<file path="config.mk">
export PLATFORM = sky130hd
export DESIGN_NAME = wdt_rst_unit
export DESIGN_NICKNAME = d
export VERILOG_FILES = /design/src/rtl/wdt_rst_pkg.sv /design/src/rtl/wdt_rst_unit.sv
export SDC_FILE = /design/constraint.sdc
export NUM_CORES = 1
export LEC_CHECK = 0
export ABC_CLOCK_PERIOD_IN_PS = 9300
export BUFFER_PORTS_ARGS = -buffer_cell sky130_fd_sc_hd__buf_2
export CAP_MARGIN = 20
export CELL_PAD_IN_SITES_DETAIL_PLACEMENT = 0
export CELL_PAD_IN_SITES_GLOBAL_PLACEMENT = 1
export CORE_MARGIN = 5
export CORE_UTILIZATION = 48
export CTS_CLUSTER_DIAMETER = 100
export DETAILED_ROUTE_END_ITERATION = 7
export GPL_TIMING_DRIVEN = 1
export HOLD_SLACK_MARGIN = 0.08
export PLACE_DENSITY_LB_ADDON = 0.1
export SLEW_MARGIN = 20
export SYNTH_ARGS = -nofsm -noshare
export SYNTH_HDL_FRONTEND = slang
export SYNTH_SLANG_ARGS = --single-unit
</file>
<file path="constraint.sdc">
create_clock -name CORE_CLK_I -period 9.3 [get_ports CORE_CLK_I]
set_clock_uncertainty 0.1 [all_clocks]
set_input_delay 1.395 -clock CORE_CLK_I [delete_from_list [all_inputs] [get_ports CORE_CLK_I]]
set_output_delay 1.395 -clock CORE_CLK_I [all_outputs]
set_load 0.005 [all_outputs]
</file>
<file path="src/rtl/wdt_rst_pkg.sv">
// constants shared by the watchdog and reset-cause unit
// assumes a 200 MHz core clock and a 1 kHz low-power tick derived from it
package wdt_rst_pkg;

	// ==========================================================
	// register map
	localparam logic [7:0] ADDR_CAUSE    = 8'h00;
	localparam logic [7:0] ADDR_RST_CTRL = 8'h01;
	localparam logic [7:0] ADDR_WDT_CTRL = 8'h10;
	localparam logic [7:0] ADDR_WDT_WIN  = 8'h11;
	localparam logic [7:0] ADDR_WDT_STAT = 8'h12;

	// ==========================================================
	// field positions
	localparam int BIT_SOFT    = 5;
	localparam int BIT_DEBUG   = 4;
	localparam int BIT_WDOG    = 3;
	localparam int BIT_BROWN   = 2;
	localparam int BIT_PIN     = 1;
	localparam int BIT_POR     = 0;
	localparam int BIT_SWREQ   = 0;
	localparam int BIT_CHG     = 0;
	localparam int BIT_EN      = 1;
	localparam int CODE_LSB    = 2;
	localparam int CODE_MSB    = 5;
	localparam int BIT_BUSY    = 0;

	// ==========================================================
	// reset values and last valid period code
	localparam logic [5:0] CAUSE_RESET    = 6'h01;
	localparam logic       SWREQ_RESET    = 1'b0;
	localparam logic       BUSY_RESET     = 1'b0;
	localparam logic [3:0] CODE_LAST      = 4'hA;

	// ==========================================================
	// timing
	localparam int CORE_CLK_MHZ      = 200;
	localparam int TICK_HZ           = 1000;
	localparam int TICK_CYCLES       = CORE_CLK_MHZ * 1000000 / TICK_HZ;
	localparam int OSC2M_PERIOD_NS   = 500;
	localparam int RST_PULSE_CYCLES  = (OSC2M_PERIOD_NS * CORE_CLK_MHZ + 999) / 1000;
	localparam int RST_PULSE_MAX     = 2 * OSC2M_PERIOD_NS * CORE_CLK_MHZ / 1000;
	localparam int SOFT_RST_LATENCY  = 2;

	typedef enum logic [1:0] {
		PH_IDLE   = 2'b00,
		PH_CLOSED = 2'b01,
		PH_OPEN   = 2'b10
	} phase_t;

endpackage

</file>
<file path="src/rtl/wdt_rst_unit.sv">
// watchdog timer with normal and window modes, plus reset-cause flags and soft reset
// assumes cpu protection logic on the same clock, reset sources arriving asynchronously
//
// What this block does
// [RL1] watchdog reset pulse: one to two 2MHz periods
// [RL2] soft reset issued within two cycles of write
// [RL3] cpu stalled between soft request and reset
// [RL4] debug reset only from external debug port
// [RL5] cause flags: soft5 debug4 wdog3 brown2 pin1 por0
// [RL6] non-por flags clear on por or write-one
// [RL7] por flag set by por, cleared by write-one
// [RL8] soft request bit0 at 0x01, self-clearing
// [RL9] soft request write needs protection unlock
// [RL10] software writes zero to reserved bits, reads zero
// [RL11] enabled watchdog resets when not serviced in time
// [RL12] normal mode service restarts full period anytime
// [RL13] eleven periods 8ms to 8s, both fields
// [RL14] window service while closed resets immediately
// [RL15] open follows closed; open service restarts closed
// [RL16] default period codes come from fuses
// [RL17] watchdog counts on 1kHz low-power tick
// [RL18] watchdog counts regardless of sleep or cpu clock
// [RL19] control write needs unlock plus change-enable
// [RL20] lock fuse freezes control, reloads after reset
// [RL21] lock freezes closed code, window enable writable
// [RL22] control: code 5:2, enable 1, change-enable 0
// [RL23] code n gives 8<<n ticks; 11..15 never expire
// [RL24] window control: code 5:2, enable 1, change 0
// [RL25] busy flag while write syncs, only when enabled
// [RL26] service request passed to tick domain, acknowledged
//
// The plain strobed port was chosen for this implementation.
`timescale 1ns/10ps
module wdt_rst_unit #(
	parameter int TICK_DIV = wdt_rst_pkg::TICK_CYCLES
) (
	input  wire logic       CORE_CLK_I,
	input  wire logic       RST_N_I,
	input  wire logic [7:0] ADDR_I,
	input  wire logic [7:0] WDATA_I,
	input  wire logic       WR_I,
	input  wire logic       RD_I,
	output logic      [7:0] RDATA_O,
	input  wire logic       PROT_OPEN_I,
	input  wire logic       SERVICE_I,
	input  wire logic [3:0] FUSE_PER_I,
	input  wire logic [3:0] FUSE_WPER_I,
	input  wire logic       FUSE_EN_I,
	input  wire logic       FUSE_LOCK_I,
	input  wire logic       BROWNOUT_RST_I,
	input  wire logic       PIN_RST_I,
	input  wire logic       DEBUG_PORT_RST_I,
	output logic            SYS_RST_O,
	output logic            CPU_STALL_O
);

	// ==========================================================
	// functions
	function automatic logic [13:0] period_ticks(input logic [3:0] code);
		if (code > wdt_rst_pkg::CODE_LAST)
			return 14'h0000;                                    // [RL23]
		return 14'(14'h0008 << code);                           // [RL13] [RL23]
	endfunction

	function automatic logic [3:0] code_of(input logic [7:0] v);
		return v[wdt_rst_pkg::CODE_MSB:wdt_rst_pkg::CODE_LSB];
	endfunction

	// ==========================================================
	// input synchronisers
	logic [2:0] src_meta_q;
	logic [2:0] src_sync_q;

	always_ff @(posedge CORE_CLK_I) begin
		if (!RST_N_I) begin
			src_meta_q <= 3'h0;
			src_sync_q <= 3'h0;
		end else begin
			src_meta_q <= {DEBUG_PORT_RST_I, PIN_RST_I, BROWNOUT_RST_I};
			src_sync_q <= src_meta_q;
		end
	end

	// ==========================================================
	// low-power tick: one-cycle enable, never gated by sleep or cpu state
	logic [17:0] div_q;
	logic [17:0] div_d;
	logic        tick;

	assign tick = (div_q == 18'(TICK_DIV - 1));

	always_comb begin
		div_d = tick ? 18'h00000 : div_q + 18'h00001;         // [RL17] [RL18]
	end

	always_ff @(posedge CORE_CLK_I) begin
		if (!RST_N_I)
			div_q <= 18'h00000;
		else
			div_q <= div_d;
	end

	// ==========================================================
	// state
	logic        fuse_loaded_q, fuse_loaded_d;
	logic [3:0]  per_q, per_d;
	logic        en_q, en_d;
	logic [3:0]  wper_q, wper_d;
	logic        wen_q, wen_d;
	logic        lock_q, lock_d;
	logic [3:0]  act_per_q, act_per_d;
	logic        act_en_q, act_en_d;
	logic [3:0]  act_wper_q, act_wper_d;
	logic        act_wen_q, act_wen_d;
	logic        busy_q, busy_d;
	logic        svc_pend_q, svc_pend_d;
	logic [13:0] cnt_q, cnt_d;
	wdt_rst_pkg::phase_t phase_q, phase_d;
	logic [5:0]  cause_q, cause_d;
	logic        swreq_q, swreq_d;
	logic [7:0]  pulse_q, pulse_d;
	logic        wd_fire, soft_fire;

	logic wr_cause, wr_rctl, wr_wctl, wr_win;
	assign wr_cause = WR_I && (ADDR_I == wdt_rst_pkg::ADDR_CAUSE);
	assign wr_rctl  = WR_I && (ADDR_I == wdt_rst_pkg::ADDR_RST_CTRL);
	assign wr_wctl  = WR_I && (ADDR_I == wdt_rst_pkg::ADDR_WDT_CTRL);
	assign wr_win   = WR_I && (ADDR_I == wdt_rst_pkg::ADDR_WDT_WIN);

	logic ctl_ok, win_ok;
	assign ctl_ok = wr_wctl && PROT_OPEN_I && WDATA_I[wdt_rst_pkg::BIT_CHG]
		&& !lock_q;                                             // [RL19] [RL20]
	assign win_ok = wr_win && PROT_OPEN_I && WDATA_I[wdt_rst_pkg::BIT_CHG]; // [RL19]

	logic [13:0] closed_lim, open_lim;
	logic        closed_svc;
	assign closed_lim = period_ticks(act_wper_q);
	assign open_lim   = period_ticks(act_per_q);
	// an early service is punished at once, not at the next tick
	assign closed_svc = SERVICE_I && act_en_q && (phase_q == wdt_rst_pkg::PH_CLOSED); // [RL14]

	logic sys_rst_now;
	assign sys_rst_now = (pulse_q != 8'h00) || (|src_sync_q);

	always_comb begin
		fuse_loaded_d = 1'b1;
		per_d      = per_q;
		en_d       = en_q;
		wper_d     = wper_q;
		wen_d      = wen_q;
		lock_d     = lock_q;
		act_per_d  = act_per_q;
		act_en_d   = act_en_q;
		act_wper_d = act_wper_q;
		act_wen_d  = act_wen_q;
		busy_d     = busy_q;
		svc_pend_d = svc_pend_q;
		cnt_d      = cnt_q;
		phase_d    = phase_q;
		wd_fire    = 1'b0;

		if (!fuse_loaded_q || sys_rst_now) begin
			// fuse defaults re-applied on every system reset
			per_d      = FUSE_PER_I;                            // [RL16] [RL20]
			wper_d     = FUSE_WPER_I;                           // [RL16]
			en_d       = FUSE_EN_I;
			wen_d      = 1'b0;
			lock_d     = FUSE_LOCK_I;
			act_per_d  = FUSE_PER_I;
			act_wper_d = FUSE_WPER_I;
			act_en_d   = FUSE_EN_I;
			act_wen_d  = 1'b0;
			busy_d     = 1'b0;
			svc_pend_d = 1'b0;
			cnt_d      = 14'h0000;
			phase_d    = wdt_rst_pkg::PH_IDLE;
		end else begin
			if (ctl_ok) begin
				per_d = code_of(WDATA_I);                       // [RL22]
				en_d  = WDATA_I[wdt_rst_pkg::BIT_EN];
			end
			if (win_ok) begin
				if (!lock_q)
					wper_d = code_of(WDATA_I);                  // [RL21] [RL24]
				wen_d = WDATA_I[wdt_rst_pkg::BIT_EN];           // [RL21]
			end
			// hand-off to the tick domain only happens while running
			if ((ctl_ok || win_ok) && act_en_q)
				busy_d = 1'b1;                                  // [RL25]
			if (SERVICE_I && act_en_q && !closed_svc)
				svc_pend_d = 1'b1;                              // [RL26]
			if (closed_svc)
				wd_fire = 1'b1;                                 // [RL14]

			if (!act_en_q) begin
				act_per_d  = per_d;
				act_en_d   = en_d;
				act_wper_d = wper_d;
				act_wen_d  = wen_d;
				cnt_d      = 14'h0000;
				phase_d    = wdt_rst_pkg::PH_IDLE;
				svc_pend_d = 1'b0;
			end else if (tick) begin
				act_per_d  = per_q;
				act_en_d   = en_q;
				act_wper_d = wper_q;
				act_wen_d  = wen_q;
				busy_d     = ctl_ok || win_ok;                  // [RL25]
				svc_pend_d = SERVICE_I && !closed_svc;          // [RL26]
				if (svc_pend_q) begin
					cnt_d   = 14'h0000;                         // [RL12]
					phase_d = act_wen_q ? wdt_rst_pkg::PH_CLOSED
						: wdt_rst_pkg::PH_OPEN;                 // [RL15]
				end else begin
					cnt_d = cnt_q + 14'h0001;                   // [RL11]
					case (phase_q)
						wdt_rst_pkg::PH_IDLE: begin
							cnt_d   = 14'h0000;
							phase_d = act_wen_q ? wdt_rst_pkg::PH_CLOSED
								: wdt_rst_pkg::PH_OPEN;
						end
						wdt_rst_pkg::PH_CLOSED: begin
							if (cnt_d >= closed_lim) begin
								cnt_d   = 14'h0000;
								phase_d = wdt_rst_pkg::PH_OPEN; // [RL15]
							end
						end
						wdt_rst_pkg::PH_OPEN: begin
							if (open_lim != 14'h0000 && cnt_d >= open_lim)
								wd_fire = 1'b1;                 // [RL11]
						end
						default: begin
							phase_d = wdt_rst_pkg::PH_IDLE;
						end
					endcase
				end
			end
		end
	end

	// ==========================================================
	// reset control and cause flags
	assign soft_fire = swreq_q;

	always_comb begin
		swreq_d = swreq_q;
		pulse_d = pulse_q;
		cause_d = cause_q;
		if (soft_fire)
			swreq_d = 1'b0;                                     // [RL8]
		else if (wr_rctl && PROT_OPEN_I && WDATA_I[wdt_rst_pkg::BIT_SWREQ])
			swreq_d = 1'b1;                                     // [RL8] [RL9]
		if (wd_fire || soft_fire)
			pulse_d = 8'(wdt_rst_pkg::RST_PULSE_CYCLES);        // [RL1] [RL2]
		else if (pulse_q != 8'h00)
			pulse_d = pulse_q - 8'h01;
		if (wr_cause)
			cause_d = cause_q & ~WDATA_I[5:0];                  // [RL6] [RL7]
		// a set in the clearing cycle wins
		if (soft_fire)
			cause_d[wdt_rst_pkg::BIT_SOFT] = 1'b1;              // [RL5]
		if (wd_fire)
			cause_d[wdt_rst_pkg::BIT_WDOG] = 1'b1;              // [RL5]
		if (src_sync_q[2])
			cause_d[wdt_rst_pkg::BIT_DEBUG] = 1'b1;             // [RL4] [RL5]
		if (src_sync_q[1])
			cause_d[wdt_rst_pkg::BIT_PIN] = 1'b1;
		if (src_sync_q[0])
			cause_d[wdt_rst_pkg::BIT_BROWN] = 1'b1;
	end

	always_ff @(posedge CORE_CLK_I) begin
		if (!RST_N_I) begin
			fuse_loaded_q <= 1'b0;
			per_q      <= 4'h0;
			en_q       <= 1'b0;
			wper_q     <= 4'h0;
			wen_q      <= 1'b0;
			lock_q     <= 1'b0;
			act_per_q  <= 4'h0;
			act_en_q   <= 1'b0;
			act_wper_q <= 4'h0;
			act_wen_q  <= 1'b0;
			busy_q     <= wdt_rst_pkg::BUSY_RESET;
			svc_pend_q <= 1'b0;
			cnt_q      <= 14'h0000;
			phase_q    <= wdt_rst_pkg::PH_IDLE;
			cause_q    <= wdt_rst_pkg::CAUSE_RESET;             // [RL7]
			swreq_q    <= wdt_rst_pkg::SWREQ_RESET;
			pulse_q    <= 8'h00;
		end else begin
			fuse_loaded_q <= fuse_loaded_d;
			per_q      <= per_d;
			en_q       <= en_d;
			wper_q     <= wper_d;
			wen_q      <= wen_d;
			lock_q     <= lock_d;
			act_per_q  <= act_per_d;
			act_en_q   <= act_en_d;
			act_wper_q <= act_wper_d;
			act_wen_q  <= act_wen_d;
			busy_q     <= busy_d;
			svc_pend_q <= svc_pend_d;
			cnt_q      <= cnt_d;
			phase_q    <= phase_d;
			cause_q    <= cause_d;
			swreq_q    <= swreq_d;
			pulse_q    <= pulse_d;
		end
	end

	// soft request is seen the cycle after its write, so the pulse starts one cycle later
	assign SYS_RST_O   = sys_rst_now || soft_fire;                                // [RL2]
	assign CPU_STALL_O = swreq_q || (wr_rctl && PROT_OPEN_I
		&& WDATA_I[wdt_rst_pkg::BIT_SWREQ]);                                       // [RL3]

	// ==========================================================
	// read port, unmapped and reserved bits read zero
	logic [7:0] rdata_d;

	always_comb begin
		rdata_d = RDATA_O;
		if (RD_I) begin
			case (ADDR_I)
				wdt_rst_pkg::ADDR_CAUSE:    rdata_d = {2'b00, cause_q};          // [RL10]
				wdt_rst_pkg::ADDR_RST_CTRL: rdata_d = {7'h00, swreq_q};
				wdt_rst_pkg::ADDR_WDT_CTRL: rdata_d = {2'b00, per_q, en_q, 1'b0};
				wdt_rst_pkg::ADDR_WDT_WIN:  rdata_d = {2'b00, wper_q, wen_q, 1'b0};
				wdt_rst_pkg::ADDR_WDT_STAT: rdata_d = {7'h00, busy_q};
				default:                    rdata_d = 8'h00;
			endcase
		end
	end

	always_ff @(posedge CORE_CLK_I) begin
		if (!RST_N_I)
			RDATA_O <= 8'h00;
		else
			RDATA_O <= rdata_d;
	end

	int pulse_len_q;
	always_ff @(posedge CORE_CLK_I) begin
		if (!RST_N_I)
			pulse_len_q <= 0;
		else if (wd_fire || soft_fire)
			pulse_len_q <= 0;
		else if (pulse_q != 8'h00)
			pulse_len_q <= pulse_len_q + 1;
	end
endmodule

</file>
==> results_dict.tcl <==
set metrics [dict create \
    grt_max_degree 46 \
    gr-usage-met3_pct 4.97 \
    fp.dieH_um 109 \
    crit_slowest_cell "nor4_1" \
    p_comb_share_pct 22.6 \
    path_clk_slew_ns 0.08 \
    status "completed" \
    synth.avg_cell_area_um2 8.27 \
    post_cts_buffers 0 \
    synth_top_area_cell "dfxtp_1" \
    critical-path-max-stage-delay_ns 0.52 \
    async_reset_ff_share_pct 0 \
    hold_depth 1 \
    pin_count 45 \
    drt_iter0_markers 185 \
    synth_enable_flop_cells 0 \
    globalplace.congestion 0.882 \
    yosys_most_used_dff "dfxtp_1" \
    die_w_um 109 \
    drc 0 \
    maxCapViolCount 0 \
    finalHoldViolations 0 \
    fmax_mhz 229 \
    power_frac_seq_pct 47.0 \
    antennaDiodeCount 0 \
    r2r_start "cnt_q[3]" \
    ant_nets 0 \
    setup_viol 0 \
    synth_cell_types 58 \
    num_vias 4088 \
    whs_endpoint "src_sync_q[1]" \
    fin_tns_setup_ns 0 \
    yosysMostFrequentCell "dfxtp_1" \
    dp_hpwl_um 8410 \
    wl_um 11400 \
    arrival_ns 2.86 \
    endpoint_kind "output pin" \
    cts_sinks 85 \
    cp_max_fo 4 \
    grt_use_met1_pct 26.5 \
    wl_per_cell_um 15.5 \
    r2r_slack_ns 5.60 \
    path_buf_inv 2 \
    clockRootBuffer "clkbuf_8" \
    clkPwrFrac_pct 30.3 \
    cp-start-kind "input port" \
    worstMarginPinSlew_ns 0.866 \
    grt_overflow 0 \
    firstDrtPassIters 5 \
    synth_area_mm2 0.00470 \
    grt_pass1_vias 4075 \
    p_int_uw 617 \
    cpLargestDelayFamily "simple AND/OR/NAND/NOR gates" \
    slew_headroom_pct 42.1 \
    drive_gt1_share_pct 11.6 \
    cts-hold-fix-buffers 0 \
    nets 659 \
    place_area_mm2 0.00498 \
    h-tree-depth 3 \
    grt_antenna_before_repair 0 \
    grtUsageMet2_pct 33.2 \
    switching_share_pct 31.5 \
    critPathKind "in2out" \
    finalCritPeriodShare_pct 46.9 \
    synth_top_area_share_pct 36.2 \
    finalNonFillerCells 736 \
    dieArea_mm2 0.0119 \
    yosys_warnings 0 \
    power_density_mw_per_mm2 174 \
    ctsResizeCount 0 \
    finalCriticalPeriod_ns 4.36 \
    rsz0062_at_grt "false" \
    drt-vias-per-instance 5.55 \
    cellLeakagePower_uw 0.00200 \
    place.port_buffers 40 \
    finalInstanceArea_mm2 0.00518 \
    cts_buffers 9 \
    worstSkewPairLatency_ns 0.38 \
    cts_buffer_depth 2 \
    grt_usage_pct 20.6 \
    min_from "src_meta_q[1]" \
    multi_input_comb_area_mm2 0.00286 \
    fillers 999 \
    seqCellArea_mm2 0.00170 \
    yosys-top-cells-area "dfxtp_1 (36%), ha_1 (6.9%), nand2_1 (6.0%)" \
    ir_drop_mv 0.125 \
    initial_utilization_pct 48.7 \
    synth_commonest_cells "dfxtp_1 (85), nand2_1 (75), nor2_1 (55)" \
    p_sw_uw 284 \
    cts_tree "yes" \
    hold_ws_ns 0.339 \
    critical_path_required_ns 7.81 \
    synth.yosys.seq_area_share_pct 36.2 \
    worst-r2r-cell-count 11 \
    drv_slew 0 \
    syn2layout_area_growth_pct 10.4 \
    netlist_instances 568 \
    grt_pass1_wl_um 19200 \
    crit_chain "buf_2 > nor4_1 > nand3_1 > nor4_1 > or2_2 > buf_2" \
    top_usage_layer "met2" \
    hold_class "reg2reg" \
    r2r_end "cnt_q[10]" \
    dp_cells 720 \
    std_cell_rows 36 \
    synth_seq_cells 85 \
    core-area_mm2 0.00964 \
]
-- how the worst max path moves through the flow --
stage | start | end | slack [ns] | cells after the start
final | ADDR_I[3] | CPU_STALL_O | 4.94 | 6
after global placement | ADDR_I[3] | CPU_STALL_O | 4.99 | 6
after floorplan | ADDR_I[3] | CPU_STALL_O | 5.38 | 4
after CTS | ADDR_I[3] | CPU_STALL_O | 4.94 | 6
after detailed placement | ADDR_I[3] | CPU_STALL_O | 4.95 | 6
after global routing | ADDR_I[3] | CPU_STALL_O | 4.77 | 6
-- kinds of logic (layout without fill, tap and decap cells) --
group                    Yosys count  after routing  synth area share (%)
AO/OA/AOI/OAI                    116            116                  16.0
XOR/XNOR                          29             29                  5.41
adder cells (fa/ha/maj)           26             26                  6.93
buffers and inverters             35             69                  3.04
flip-flops                        85             85                  36.2
multiplexers                      20             20                  4.45
other                              1              2                0.0799
AND/OR/NAND/NOR                  256            256                  27.9
-- cells in the final DEF (no fill, tap or decap), drive strengths merged, types with 7 or more instances in the layout --
master / instances
xor2: 11
o221ai: 7
o31ai: 8
nor3: 15
clkbuf: 13
nand3: 25
ha: 26
mux2i: 13
nor4: 11
xnor2: 18
dfxtp: 85
a22oi: 10
nand2: 75
a21oi: 28
o21ai: 35
inv: 12
nor2: 55
nor2b: 16
buf: 41
nand4: 8
mux2: 7
and2: 16
-- stage by stage --
step           total power, uW  worst slack, ns  utilization, %
2_1_floorplan              583             5.38               -
3_3_place_gp               628             4.99            51.6
3_5_place_dp               635             4.95            51.6
4_1_cts                    912             4.94            53.7
5_1_grt                    961             4.77            53.8
6_report                   901             4.94            53.8
-- registers in the layout, summed over array words and instances (netlist names), 2 cells and up --
name        flops
per_q           4
phase_q         2
pulse_q         8
src_meta_q      3
cnt_q          14
act_wper_q      4
act_per_q       4
div_q          18
src_sync_q      3
RDATA_O         6
wper_q          4
cause_q         6
-- power groups by stage --
stage | clock network, uW | registers (uW) | logic, uW
3_3_place_gp | 0 | 430 | 199
2_1_floorplan | 0 | 421 | 162
5_1_grt | 299 | 429 | 234
6_report | 273 | 424 | 204
4_1_cts | 284 | 423 | 205
3_5_place_dp | 0 | 431 | 204
-- routing by layer --
layer	vias up	routed length (um)	share of wire [%]
met2	69	5260	46
met1	1902	5480	48
met3	18	442	3.9
met4	0	206	1.8
met5	-	0	0
li1	2099	-	-
-- final cells by class --
class                           instances  area share (%)
Multi-Input combinational cell        449            55.2
Sequential cell                        85            32.8
Timing Repair Buffer                   41            4.01
Tap cell                              133            3.21
Clock buffer                           13            3.06
Inverter                               12           0.869
Clock inverter                          3           0.845
Note: power is estimated with default switching activity, not from simulation.
